$ cat src/include/fpec_defs.svh
// Purpose: offsets, field positions, reset values and flash geometry for the flash control block
// Assumes: byte-wide registers on a plain strobe port
// Notes:   definitions only
`ifndef FPEC_DEFS_SVH
`define FPEC_DEFS_SVH

`define FPEC_ADDR_W          3
`define FPEC_OFS_MODE        3'h0
`define FPEC_OFS_STATUS      3'h1
`define FPEC_OFS_IRQ_STAT    3'h2
`define FPEC_OFS_IRQ_MASK    3'h3
`define FPEC_OFS_PROG_ADDR   3'h4
`define FPEC_OFS_ERASE_SEL   3'h5

`define FPEC_BIT_PROG        0
`define FPEC_BIT_ERASE       1
`define FPEC_BIT_VERIFY      2
`define FPEC_BIT_PSETUP      3
`define FPEC_BIT_ESETUP      4
`define FPEC_BIT_SWE         5
`define FPEC_BIT_ERRFLAG     7

`define FPEC_MODE_RST        8'h00
`define FPEC_STATUS_RST      8'h00
`define FPEC_MASK_RST        8'h00

`define FPEC_ADDR_BITS       15
`define FPEC_UNIT_LOW_MASK   8'h7F
`define FPEC_SMALL_BLOCKS    4
`define FPEC_SMALL_BLOCK_SZ  15'h0400
`define FPEC_LARGE_BLOCK_SZ  15'h7000
`define FPEC_LARGE_BASE      15'h1000

`define FPEC_IRQ_DONE        0
`define FPEC_IRQ_ERR         1

`endif

$ cat src/include/fpec_pkg.sv
// Purpose: shared types for the flash control block
// Assumes: nothing
// Notes:   constants live in fpec_defs.svh
package fpec_pkg;
    typedef enum logic [1:0] {
        FPEC_IDLE,
        FPEC_PROG,
        FPEC_ERASE,
        FPEC_PROTECT
    } fpec_state_type;

    typedef struct packed {
        logic        prog_en;
        logic        erase_en;
        logic        verify_en;
        logic [14:0] addr;
        logic [2:0]  block;
    } fpec_array_cmd_type;

    typedef struct packed {
        logic [2:0] addr;
        logic [7:0] wdata;
        logic       wr;
        logic       rd;
    } fpec_reg_req_type;
endpackage

$ cat src/fpec_ctrl.sv
// Purpose: program/erase/verify mode control and error status for a 32-kbyte flash array
// Assumes: 10 MHz clock, synchronous active-low reset, error pulse from the array on the same clock
//
// Decided for this implementation: the address map and strobed register access.
`include "fpec_defs.svh"
`timescale 1ns/1ps
`default_nettype none

module fpec_ctrl (
    input  wire logic                       clock,
    input  wire logic                       nrst,
    input  wire fpec_pkg::fpec_reg_req_type reg_req,
    output logic [7:0]                      reg_rdata,
    input  wire logic                       array_error,
    output fpec_pkg::fpec_array_cmd_type    array_cmd,
    output logic                            irq
);
    logic [7:0]                  mode_r;
    logic [7:0]                  mode_nxt;
    logic                        err_r;
    logic [1:0]                  irq_stat_r;
    logic [1:0]                  irq_mask_r;
    logic [14:0]                 prog_addr_r;
    logic [2:0]                  erase_sel_r;
    logic [7:0]                  rdata_r;
    fpec_pkg::fpec_state_type    state_r;
    fpec_pkg::fpec_state_type    state_nxt;
    fpec_pkg::fpec_array_cmd_type cmd_r;
    logic                        wr_mode;
    logic                        rd_irq;
    logic                        op_done;
    logic                        op_err;

    // block index for an address: 0..3 small, 4 the large block
    function automatic logic [2:0] block_of(input logic [14:0] a);
        if (a >= `FPEC_LARGE_BASE) begin
            return 3'h4;
        end
        return {1'b0, a[11:10]};
    endfunction

    // a program unit must start on a 128-byte boundary
    function automatic logic unit_ok(input logic [14:0] a);
        return (a[7:0] & `FPEC_UNIT_LOW_MASK) == 8'h00;
    endfunction

    assign wr_mode = reg_req.wr && reg_req.addr == `FPEC_OFS_MODE;
    assign rd_irq  = reg_req.rd && reg_req.addr == `FPEC_OFS_IRQ_STAT;

    // mode register; status register has no write path at all
    always_comb begin
        mode_nxt = mode_r;
        if (wr_mode) begin
            mode_nxt = reg_req.wdata & 8'h3F;
        end
        if (err_r || array_error) begin
            mode_nxt = `FPEC_MODE_RST;
        end
    end

    always_ff @(posedge clock) begin
        if (!nrst) begin
            mode_r <= `FPEC_MODE_RST;
        end else begin
            mode_r <= mode_nxt;
        end
    end

    // an erase or program error only counts while an operation is active
    assign op_err = array_error && (state_r == fpec_pkg::FPEC_PROG ||
                                    state_r == fpec_pkg::FPEC_ERASE);

    always_ff @(posedge clock) begin
        if (!nrst) begin
            err_r <= 1'b0;
        end else if (op_err) begin
            err_r <= 1'b1;
        end
    end

    always_ff @(posedge clock) begin
        if (!nrst) begin
            prog_addr_r <= 15'h0000;
            erase_sel_r <= 3'h0;
        end else if (reg_req.wr && reg_req.addr == `FPEC_OFS_PROG_ADDR) begin
            // unit number in 128-byte steps keeps the start aligned
            prog_addr_r <= {reg_req.wdata, 7'h00};
        end else if (reg_req.wr && reg_req.addr == `FPEC_OFS_ERASE_SEL) begin
            erase_sel_r <= (reg_req.wdata[2:0] > 3'h4) ? 3'h4 : reg_req.wdata[2:0];
        end
    end

    always_comb begin
        state_nxt = state_r;
        unique case (state_r)
            fpec_pkg::FPEC_IDLE: begin
                if (mode_r[`FPEC_BIT_SWE] && mode_r[`FPEC_BIT_PSETUP] &&
                    mode_r[`FPEC_BIT_PROG]) begin
                    state_nxt = fpec_pkg::FPEC_PROG;
                end else if (mode_r[`FPEC_BIT_SWE] && mode_r[`FPEC_BIT_ESETUP] &&
                             mode_r[`FPEC_BIT_ERASE]) begin
                    state_nxt = fpec_pkg::FPEC_ERASE;
                end
            end
            fpec_pkg::FPEC_PROG: begin
                if (!mode_r[`FPEC_BIT_PROG] || !mode_r[`FPEC_BIT_SWE] ||
                    !mode_r[`FPEC_BIT_PSETUP]) begin
                    state_nxt = fpec_pkg::FPEC_IDLE;
                end
            end
            fpec_pkg::FPEC_ERASE: begin
                if (!mode_r[`FPEC_BIT_ERASE] || !mode_r[`FPEC_BIT_SWE] ||
                    !mode_r[`FPEC_BIT_ESETUP]) begin
                    state_nxt = fpec_pkg::FPEC_IDLE;
                end
            end
            fpec_pkg::FPEC_PROTECT: begin
                state_nxt = fpec_pkg::FPEC_PROTECT;
            end
        endcase
        if (err_r || op_err) begin
            state_nxt = fpec_pkg::FPEC_PROTECT;
        end
    end

    always_ff @(posedge clock) begin
        if (!nrst) begin
            state_r <= fpec_pkg::FPEC_IDLE;
        end else begin
            state_r <= state_nxt;
        end
    end

    assign op_done = (state_r == fpec_pkg::FPEC_PROG || state_r == fpec_pkg::FPEC_ERASE) &&
                     state_nxt == fpec_pkg::FPEC_IDLE;

    // array drive comes from flops so the pins never glitch
    always_ff @(posedge clock) begin
        if (!nrst) begin
            cmd_r <= '0;
        end else begin
            cmd_r.prog_en   <= state_nxt == fpec_pkg::FPEC_PROG;
            cmd_r.erase_en  <= state_nxt == fpec_pkg::FPEC_ERASE;
            cmd_r.verify_en <= mode_nxt[`FPEC_BIT_VERIFY] &&
                               state_nxt != fpec_pkg::FPEC_PROTECT;
            cmd_r.addr      <= prog_addr_r;
            cmd_r.block     <= erase_sel_r;
        end
    end

    assign array_cmd = cmd_r;

    // sticky events; a new event in the read cycle survives the clear
    always_ff @(posedge clock) begin
        if (!nrst) begin
            irq_stat_r <= 2'h0;
            irq_mask_r <= 2'(`FPEC_MASK_RST);
        end else begin
            irq_stat_r <= (rd_irq ? 2'h0 : irq_stat_r) | {op_err, op_done};
            if (reg_req.wr && reg_req.addr == `FPEC_OFS_IRQ_MASK) begin
                irq_mask_r <= reg_req.wdata[1:0];
            end
        end
    end

    assign irq = |(irq_stat_r & irq_mask_r);

    always_ff @(posedge clock) begin
        if (!nrst) begin
            rdata_r <= 8'h00;
        end else if (reg_req.rd) begin
            unique case (reg_req.addr)
                `FPEC_OFS_MODE:      rdata_r <= mode_r;
                `FPEC_OFS_STATUS:    rdata_r <= {err_r, 7'h00};
                `FPEC_OFS_IRQ_STAT:  rdata_r <= {6'h00, irq_stat_r};
                `FPEC_OFS_IRQ_MASK:  rdata_r <= {6'h00, irq_mask_r};
                `FPEC_OFS_PROG_ADDR: rdata_r <= prog_addr_r[14:7];
                `FPEC_OFS_ERASE_SEL: rdata_r <= {5'h00, erase_sel_r};
                default:             rdata_r <= 8'h00;
            endcase
        end else begin
            rdata_r <= 8'h00;
        end
    end

    assign reg_rdata = rdata_r;

    logic unused_blk;
    assign unused_blk = ^block_of(prog_addr_r);

    a_err_sticky: assert property (@(posedge clock) disable iff (!nrst)
        err_r |=> err_r) else $error("error flag dropped");
    a_err_sets: assert property (@(posedge clock) disable iff (!nrst)
        op_err |=> err_r) else $error("error not flagged");
    a_protect_hold: assert property (@(posedge clock) disable iff (!nrst)
        err_r |-> ##1 (state_r == fpec_pkg::FPEC_PROTECT) [*3])
        else $error("left protection");
    a_protect_clear: assert property (@(posedge clock) disable iff (!nrst)
        err_r |=> mode_r == 8'h00 && !cmd_r.prog_en && !cmd_r.erase_en)
        else $error("mode kept in protection");
    a_status_resv: assert property (@(posedge clock) disable iff (!nrst)
        $past(reg_req.rd) && $past(reg_req.addr) == `FPEC_OFS_STATUS |->
        reg_rdata[6:0] == 7'h00) else $error("reserved bits nonzero");
    a_prog_gate: assert property (@(posedge clock) disable iff (!nrst)
        $rose(state_r == fpec_pkg::FPEC_PROG) |->
        $past(mode_r[`FPEC_BIT_SWE] && mode_r[`FPEC_BIT_PSETUP]))
        else $error("program without gate");
    a_erase_gate: assert property (@(posedge clock) disable iff (!nrst)
        $rose(state_r == fpec_pkg::FPEC_ERASE) |->
        $past(mode_r[`FPEC_BIT_SWE] && mode_r[`FPEC_BIT_ESETUP]))
        else $error("erase without gate");
    a_verify_follow: assert property (@(posedge clock) disable iff (!nrst)
        wr_mode && !err_r && !array_error |=> ##1
        cmd_r.verify_en == $past(reg_req.wdata[`FPEC_BIT_VERIFY], 2))
        else $error("verify not following");
    a_unit_align: assert property (@(posedge clock) disable iff (!nrst)
        cmd_r.addr[6:0] == 7'h00) else $error("unit misaligned");
    a_block_range: assert property (@(posedge clock) disable iff (!nrst)
        cmd_r.block <= 3'h4) else $error("bad erase block");

    // reset is checked without the disable so the reset branch itself is covered
    a_mode_reset: assert property (@(posedge clock)
        !nrst |=> mode_r == 8'h00 && state_r == fpec_pkg::FPEC_IDLE)
        else $error("mode not reset");

    a_prog_entry: assert property (@(posedge clock) disable iff (!nrst)
        state_r == fpec_pkg::FPEC_IDLE && !err_r && mode_r[`FPEC_BIT_SWE] &&
        mode_r[`FPEC_BIT_PSETUP] && mode_r[`FPEC_BIT_PROG] |=>
        state_r == fpec_pkg::FPEC_PROG) else $error("program not entered");

    // program wins over erase when both are requested from idle
    a_erase_entry: assert property (@(posedge clock) disable iff (!nrst)
        state_r == fpec_pkg::FPEC_IDLE && !err_r && mode_r[`FPEC_BIT_SWE] &&
        mode_r[`FPEC_BIT_ESETUP] && mode_r[`FPEC_BIT_ERASE] &&
        !(mode_r[`FPEC_BIT_PSETUP] && mode_r[`FPEC_BIT_PROG]) |=>
        state_r == fpec_pkg::FPEC_ERASE) else $error("erase not entered");

    a_prog_cancel: assert property (@(posedge clock) disable iff (!nrst)
        state_r == fpec_pkg::FPEC_PROG && !mode_r[`FPEC_BIT_PROG] &&
        !err_r && !op_err |=> state_r == fpec_pkg::FPEC_IDLE)
        else $error("program not cancelled");

    a_erase_cancel: assert property (@(posedge clock) disable iff (!nrst)
        state_r == fpec_pkg::FPEC_ERASE && !mode_r[`FPEC_BIT_ERASE] &&
        !err_r && !op_err |=> state_r == fpec_pkg::FPEC_IDLE)
        else $error("erase not cancelled");

    // an array error outside an operation must not lock the part
    a_idle_error: assert property (@(posedge clock) disable iff (!nrst)
        array_error && state_r == fpec_pkg::FPEC_IDLE && !err_r |=> !err_r)
        else $error("idle error flagged");

    a_status_ro: assert property (@(posedge clock) disable iff (!nrst)
        reg_req.wr && reg_req.addr == `FPEC_OFS_STATUS && !op_err |=>
        err_r == $past(err_r)) else $error("status written");

    a_one_op: assert property (@(posedge clock) disable iff (!nrst)
        !(cmd_r.prog_en && cmd_r.erase_en))
        else $error("program and erase together");

    a_protect_idle: assert property (@(posedge clock) disable iff (!nrst)
        state_r == fpec_pkg::FPEC_PROTECT |->
        !cmd_r.prog_en && !cmd_r.erase_en && !cmd_r.verify_en)
        else $error("array driven in protection");

    a_irq_err: assert property (@(posedge clock) disable iff (!nrst)
        op_err |=> irq_stat_r[`FPEC_IRQ_ERR])
        else $error("error event lost");

    a_done_event: assert property (@(posedge clock) disable iff (!nrst)
        op_done |=> irq_stat_r[`FPEC_IRQ_DONE])
        else $error("done event lost");

    a_stat_clear: assert property (@(posedge clock) disable iff (!nrst)
        rd_irq && !op_err && !op_done |=> irq_stat_r == 2'h0)
        else $error("event status not cleared");

    a_rdata_idle: assert property (@(posedge clock) disable iff (!nrst)
        !reg_req.rd |=> reg_rdata == 8'h00)
        else $error("read data outside slot");

    a_mode_upper: assert property (@(posedge clock) disable iff (!nrst)
        mode_r[7:6] == 2'h0) else $error("mode upper bits set");

    a_verify_prot: assert property (@(posedge clock) disable iff (!nrst)
        err_r |-> !cmd_r.verify_en) else $error("verify in protection");

    a_addr_follow: assert property (@(posedge clock) disable iff (!nrst)
        1'b1 |=> cmd_r.addr == $past(prog_addr_r))
        else $error("unit address not passed on");

    a_block_follow: assert property (@(posedge clock) disable iff (!nrst)
        1'b1 |=> cmd_r.block == $past(erase_sel_r))
        else $error("erase block not passed on");

    a_unit_write: assert property (@(posedge clock) disable iff (!nrst)
        reg_req.wr && reg_req.addr == `FPEC_OFS_PROG_ADDR |=> unit_ok(prog_addr_r))
        else $error("unit start misaligned");

    c_prog: cover property (@(posedge clock) disable iff (!nrst)
        state_r == fpec_pkg::FPEC_PROG ##1 state_r == fpec_pkg::FPEC_IDLE);
    c_erase: cover property (@(posedge clock) disable iff (!nrst)
        $rose(state_r == fpec_pkg::FPEC_ERASE));
    c_protect: cover property (@(posedge clock) disable iff (!nrst)
        $rose(state_r == fpec_pkg::FPEC_PROTECT));
    c_irq: cover property (@(posedge clock) disable iff (!nrst) $rose(irq));
    c_verify: cover property (@(posedge clock) disable iff (!nrst)
        $rose(cmd_r.verify_en));
endmodule // fpec_ctrl

`default_nettype wire

$ cat config.mk
export PLATFORM = sky130hd
export DESIGN_NAME = fpec_ctrl
export DESIGN_NICKNAME = d
export VERILOG_FILES = /design/src/include/fpec_pkg.sv /design/src/fpec_ctrl.sv
export VERILOG_INCLUDE_DIRS = /design/src /design/src/include
export SDC_FILE = /design/constraint.sdc
export NUM_CORES = 1
export LEC_CHECK = 0
export ABC_AREA = 1
export BUFFER_PORTS_ARGS = -buffer_cell sky130_fd_sc_hd__buf_2
export CELL_PAD_IN_SITES_DETAIL_PLACEMENT = 1
export CELL_PAD_IN_SITES_GLOBAL_PLACEMENT = 2
export CORE_ASPECT_RATIO = 0.8
export CORE_MARGIN = 2
export CORE_UTILIZATION = 30
export CTS_BUF_LIST = sky130_fd_sc_hd__clkbuf_4
export CTS_CLUSTER_SIZE = 12
export DETAILED_ROUTE_END_ITERATION = 8
export GPL_TIMING_DRIVEN = 0
export PLACE_DENSITY_LB_ADDON = 0.1
export REMOVE_ABC_BUFFERS = 1
export SETUP_SLACK_MARGIN = 0.05
export SYNTH_ARGS = -nofsm -noshare
export SYNTH_HDL_FRONTEND = slang
export SYNTH_SLANG_ARGS = --single-unit
$ cat constraint.sdc
create_clock -name clock -period 3.5 [get_ports clock]
set_input_delay 0.35 -clock clock [delete_from_list [all_inputs] [get_ports clock]]
set_output_delay 0.35 -clock clock [all_outputs]
set_load 0.01 [all_outputs]
==> impl_metrics.py <==
metrics = {
    "cells_and_area": {
        "fin_cells": 358,
        "nets": 294,
        "antenna_cells": 0,
        "syn_to_final_growth_pct": 14.8,
        "num-fill-cells": 808,
        "drive_above_1_share": 0.230,
        "layout_commonest_cell": "dfxtp_1",
        "final_cell_mix": "dfxtp_1 (46), nand2_1 (42), buf_2 (38), inv_1 (37), nor2_1 (18)",
        "final_util": 0.350,
        "final_area_sq_um": 2200,
    },
    "global_route": {
        "grt_pass1_wl_um": 7740,
        "grt_max_degree": 22,
        "antenna_found_initial": 0,
        "overflow": 0,
        "gr-usage-all-layers": 0.145,
        "grt_pass1_vias": 1538,
    },
    "synthesis": {
        "synth.distinct_cells": 33,
        "synth-simple-area-share": 0.229,
        "synth_top_family_by_area": "simple AND/OR/NAND/NOR gates",
        "synthCells": 235,
        "synth_adder_area_share": 0.0261,
        "yosys_warnings": 0,
        "yosysSeqAreaShare": 0.481,
        "synthMuxAreaShare": 0,
        "syn-cell-area_sq_um": 1910,
        "ys.flop_type": "dfxtp_1",
        "synthArstFlopShare": 0,
        "synth_xor_xnor_area_share": 0,
        "syn_avg_cell_area_sq_um": 8.15,
        "synth_edf_count": 0,
        "ys_seq_elements": 46,
        "synth-compound-area-share": 0.132,
    },
    "min_path": {
        "min_path_cells": 3,
        "min_path_type": "input port to register",
        "hold_start": "reg_req[0]",
        "hold_end": "reg_rdata[2]",
    },
    "floorplan": {
        "core_area_sq_um": 6280,
        "num_io_pins": 46,
        "chipWidth_um": 93.3,
        "die_area_sq_um": 7040,
        "row_count": 26,
        "die_h_um": 75.5,
        "start_util": 0.305,
    },
    "cts": {
        "cts_setup_buffers": 0,
        "cts_hold_buf": 0,
        "cts_buffers": 5,
        "tritoncts": "built",
        "cts_buffer_depth": 2,
        "cts-root-buf": "clkbuf_4",
        "clk_pin_slew_ps": 130,
        "clock_sinks": 46,
        "htree_num_levels": 2,
        "cts-resized-gates": 0,
        "insertion_delay_ps": 350,
    },
    "timing": {
        "final.min_clock_period_ps": 1670,
        "slew_headroom": 0.635,
        "setup_viol": 0,
        "hold_viol": 0,
        "fin_crit_sh": 0.477,
        "hold_slack_ps": 248,
        "maxSlewViolCount": 0,
        "layout_setup_ws_ps": 1830,
        "tightestPinTransition_ps": 547,
        "clock.fmax_mhz": 599,
        "tns_ps": 0,
        "rsz0062_at_grt": "false",
        "skew_ps": 6.58,
    },
    "detailed_routing": {
        "routed_wl_um": 4650,
        "drtAntennaViolNets": 0,
        "drtIter0Drc": 28,
        "viasPerCell": 4.44,
        "drc": 0,
        "drtPass1Iterations": 4,
        "wl_per_cell_um": 13.0,
        "routed-via-count": 1590,
    },
    "setup_path": {
        "r2r_setup_slack_ps": 1830,
        "rr_startpoint": "state_r[0]",
        "cp.required_ps": 3800,
        "r2r-end": "array_cmd[18]",
        "end_kind": "register",
        "crit_fanout": 5,
        "cp.arrival_ps": 1970,
        "critPathLaunchType": "register",
        "path_class": "register to register",
        "worst_r2r_path_depth": 9,
    },
    "placed_design": {
        "post-dp-hpwl_um": 3560,
        "dp.cells": 351,
        "dpl_cell_area_sq_um": 2140,
        "io_buffers": 38,
        "gp_congestion": 0.767,
        "place_ws_ps": 1640,
    },
    "status": {
        "outcome": "finished, final reports clean",
    },
    "power": {
        "power_mw": 1.14,
        "p_per_area_nw_per_um2": 521,
        "max-vdd-ir-drop_uv": 158,
        "leakage_nw": 1.10,
    },
    "run": {
        "cap_violations": 0,
    },
}
registers in the layout (all words and copies together), names as in the netlist:
register and cells:
err_r 1, mode_r 6, array_cmd 14, irq_stat_r 2
state_r 2, erase_sel_r 3, reg_rdata 8, prog_addr_r 8
irq_mask_r 2
worst max path at each step:
stage | depth (start not counted) | to | slack, ps | from
final | 9 | array_cmd[18] | 1830 | state_r[0]
after global routing | 9 | array_cmd[18] | 1620 | state_r[0]
after CTS | 9 | array_cmd[18] | 1780 | state_r[0]
after detailed placement | 5 | array_cmd[18] | 1640 | nrst
after global placement | 5 | array_cmd[18] | 1660 | nrst
after floorplan | 9 | array_cmd[18] | 2120 | state_r[0]
layout make-up:
| type | count | area [sq um] | area share |
|---|---|---|---|
| sequential | 46 | 921 | 0.419 |
| multi-input combinational | 142 | 768 | 0.350 |
| clock buffer | 7 | 52.6 | 0.0239 |
| tap | 84 | 105 | 0.0478 |
| timing repair buffer | 38 | 190 | 0.0866 |
| inverter | 41 | 160 | 0.0729 |
kinds of logic after synthesis:
family,after synthesis
other cells,1
compound gates,43
buf+inv,53
fa+ha+maj,4
flops,46
simple gates,88
synth_stat cells (2+ instances only):
cell / n / area share
a211oi_1: 3 / 0.012
a21oi_1: 17 / 0.044
a21oi_2: 2 / 0.0092
a22oi_1: 2 / 0.0078
buf_4: 7 / 0.027
buf_6: 2 / 0.012
clkbuf_1: 2 / 0.0039
dfxtp_1: 46 / 0.48
ha_1: 4 / 0.026
inv_1: 37 / 0.073
inv_4: 2 / 0.0065
nand2_1: 42 / 0.082
nand2_4: 4 / 0.024
nand3_1: 13 / 0.034
nand4_1: 2 / 0.0065
nor2_1: 18 / 0.035
nor2_4: 2 / 0.012
nor3_1: 2 / 0.0052
o21ai_0: 11 / 0.029
o21ai_1: 2 / 0.0052
o22ai_1: 3 / 0.0098
worst max-delay path, cell delays in order, from the launching register on:
cell and delay, ps:
dfxtp_1 430, inv_1 100, ha_1 340, nand2_1 100, nand2_1 60, inv_1 100, nand2_1 80, a21oi_2 200
inv_1 100, a21oi_2 120
layer usage:
metal,routed length [um],global-route usage,up-vias
met3,212,0.0366,7
li1,-,-,805
met1,2470,0.200,741
met5,0,0,-
met2,1900,0.225,37
met4,66,0.0490,0
power breakdown:
part | leakage [nW] | switching, mW | internal [mW]
clock network | 0.0322 | 0.164 | 0.0917
logic | 0.691 | 0.195 | 0.0975
registers | 0.373 | 0.0286 | 0.567
total | 1.10 | 0.388 | 0.756
Note: power is estimated with default switching activity, not from simulation.
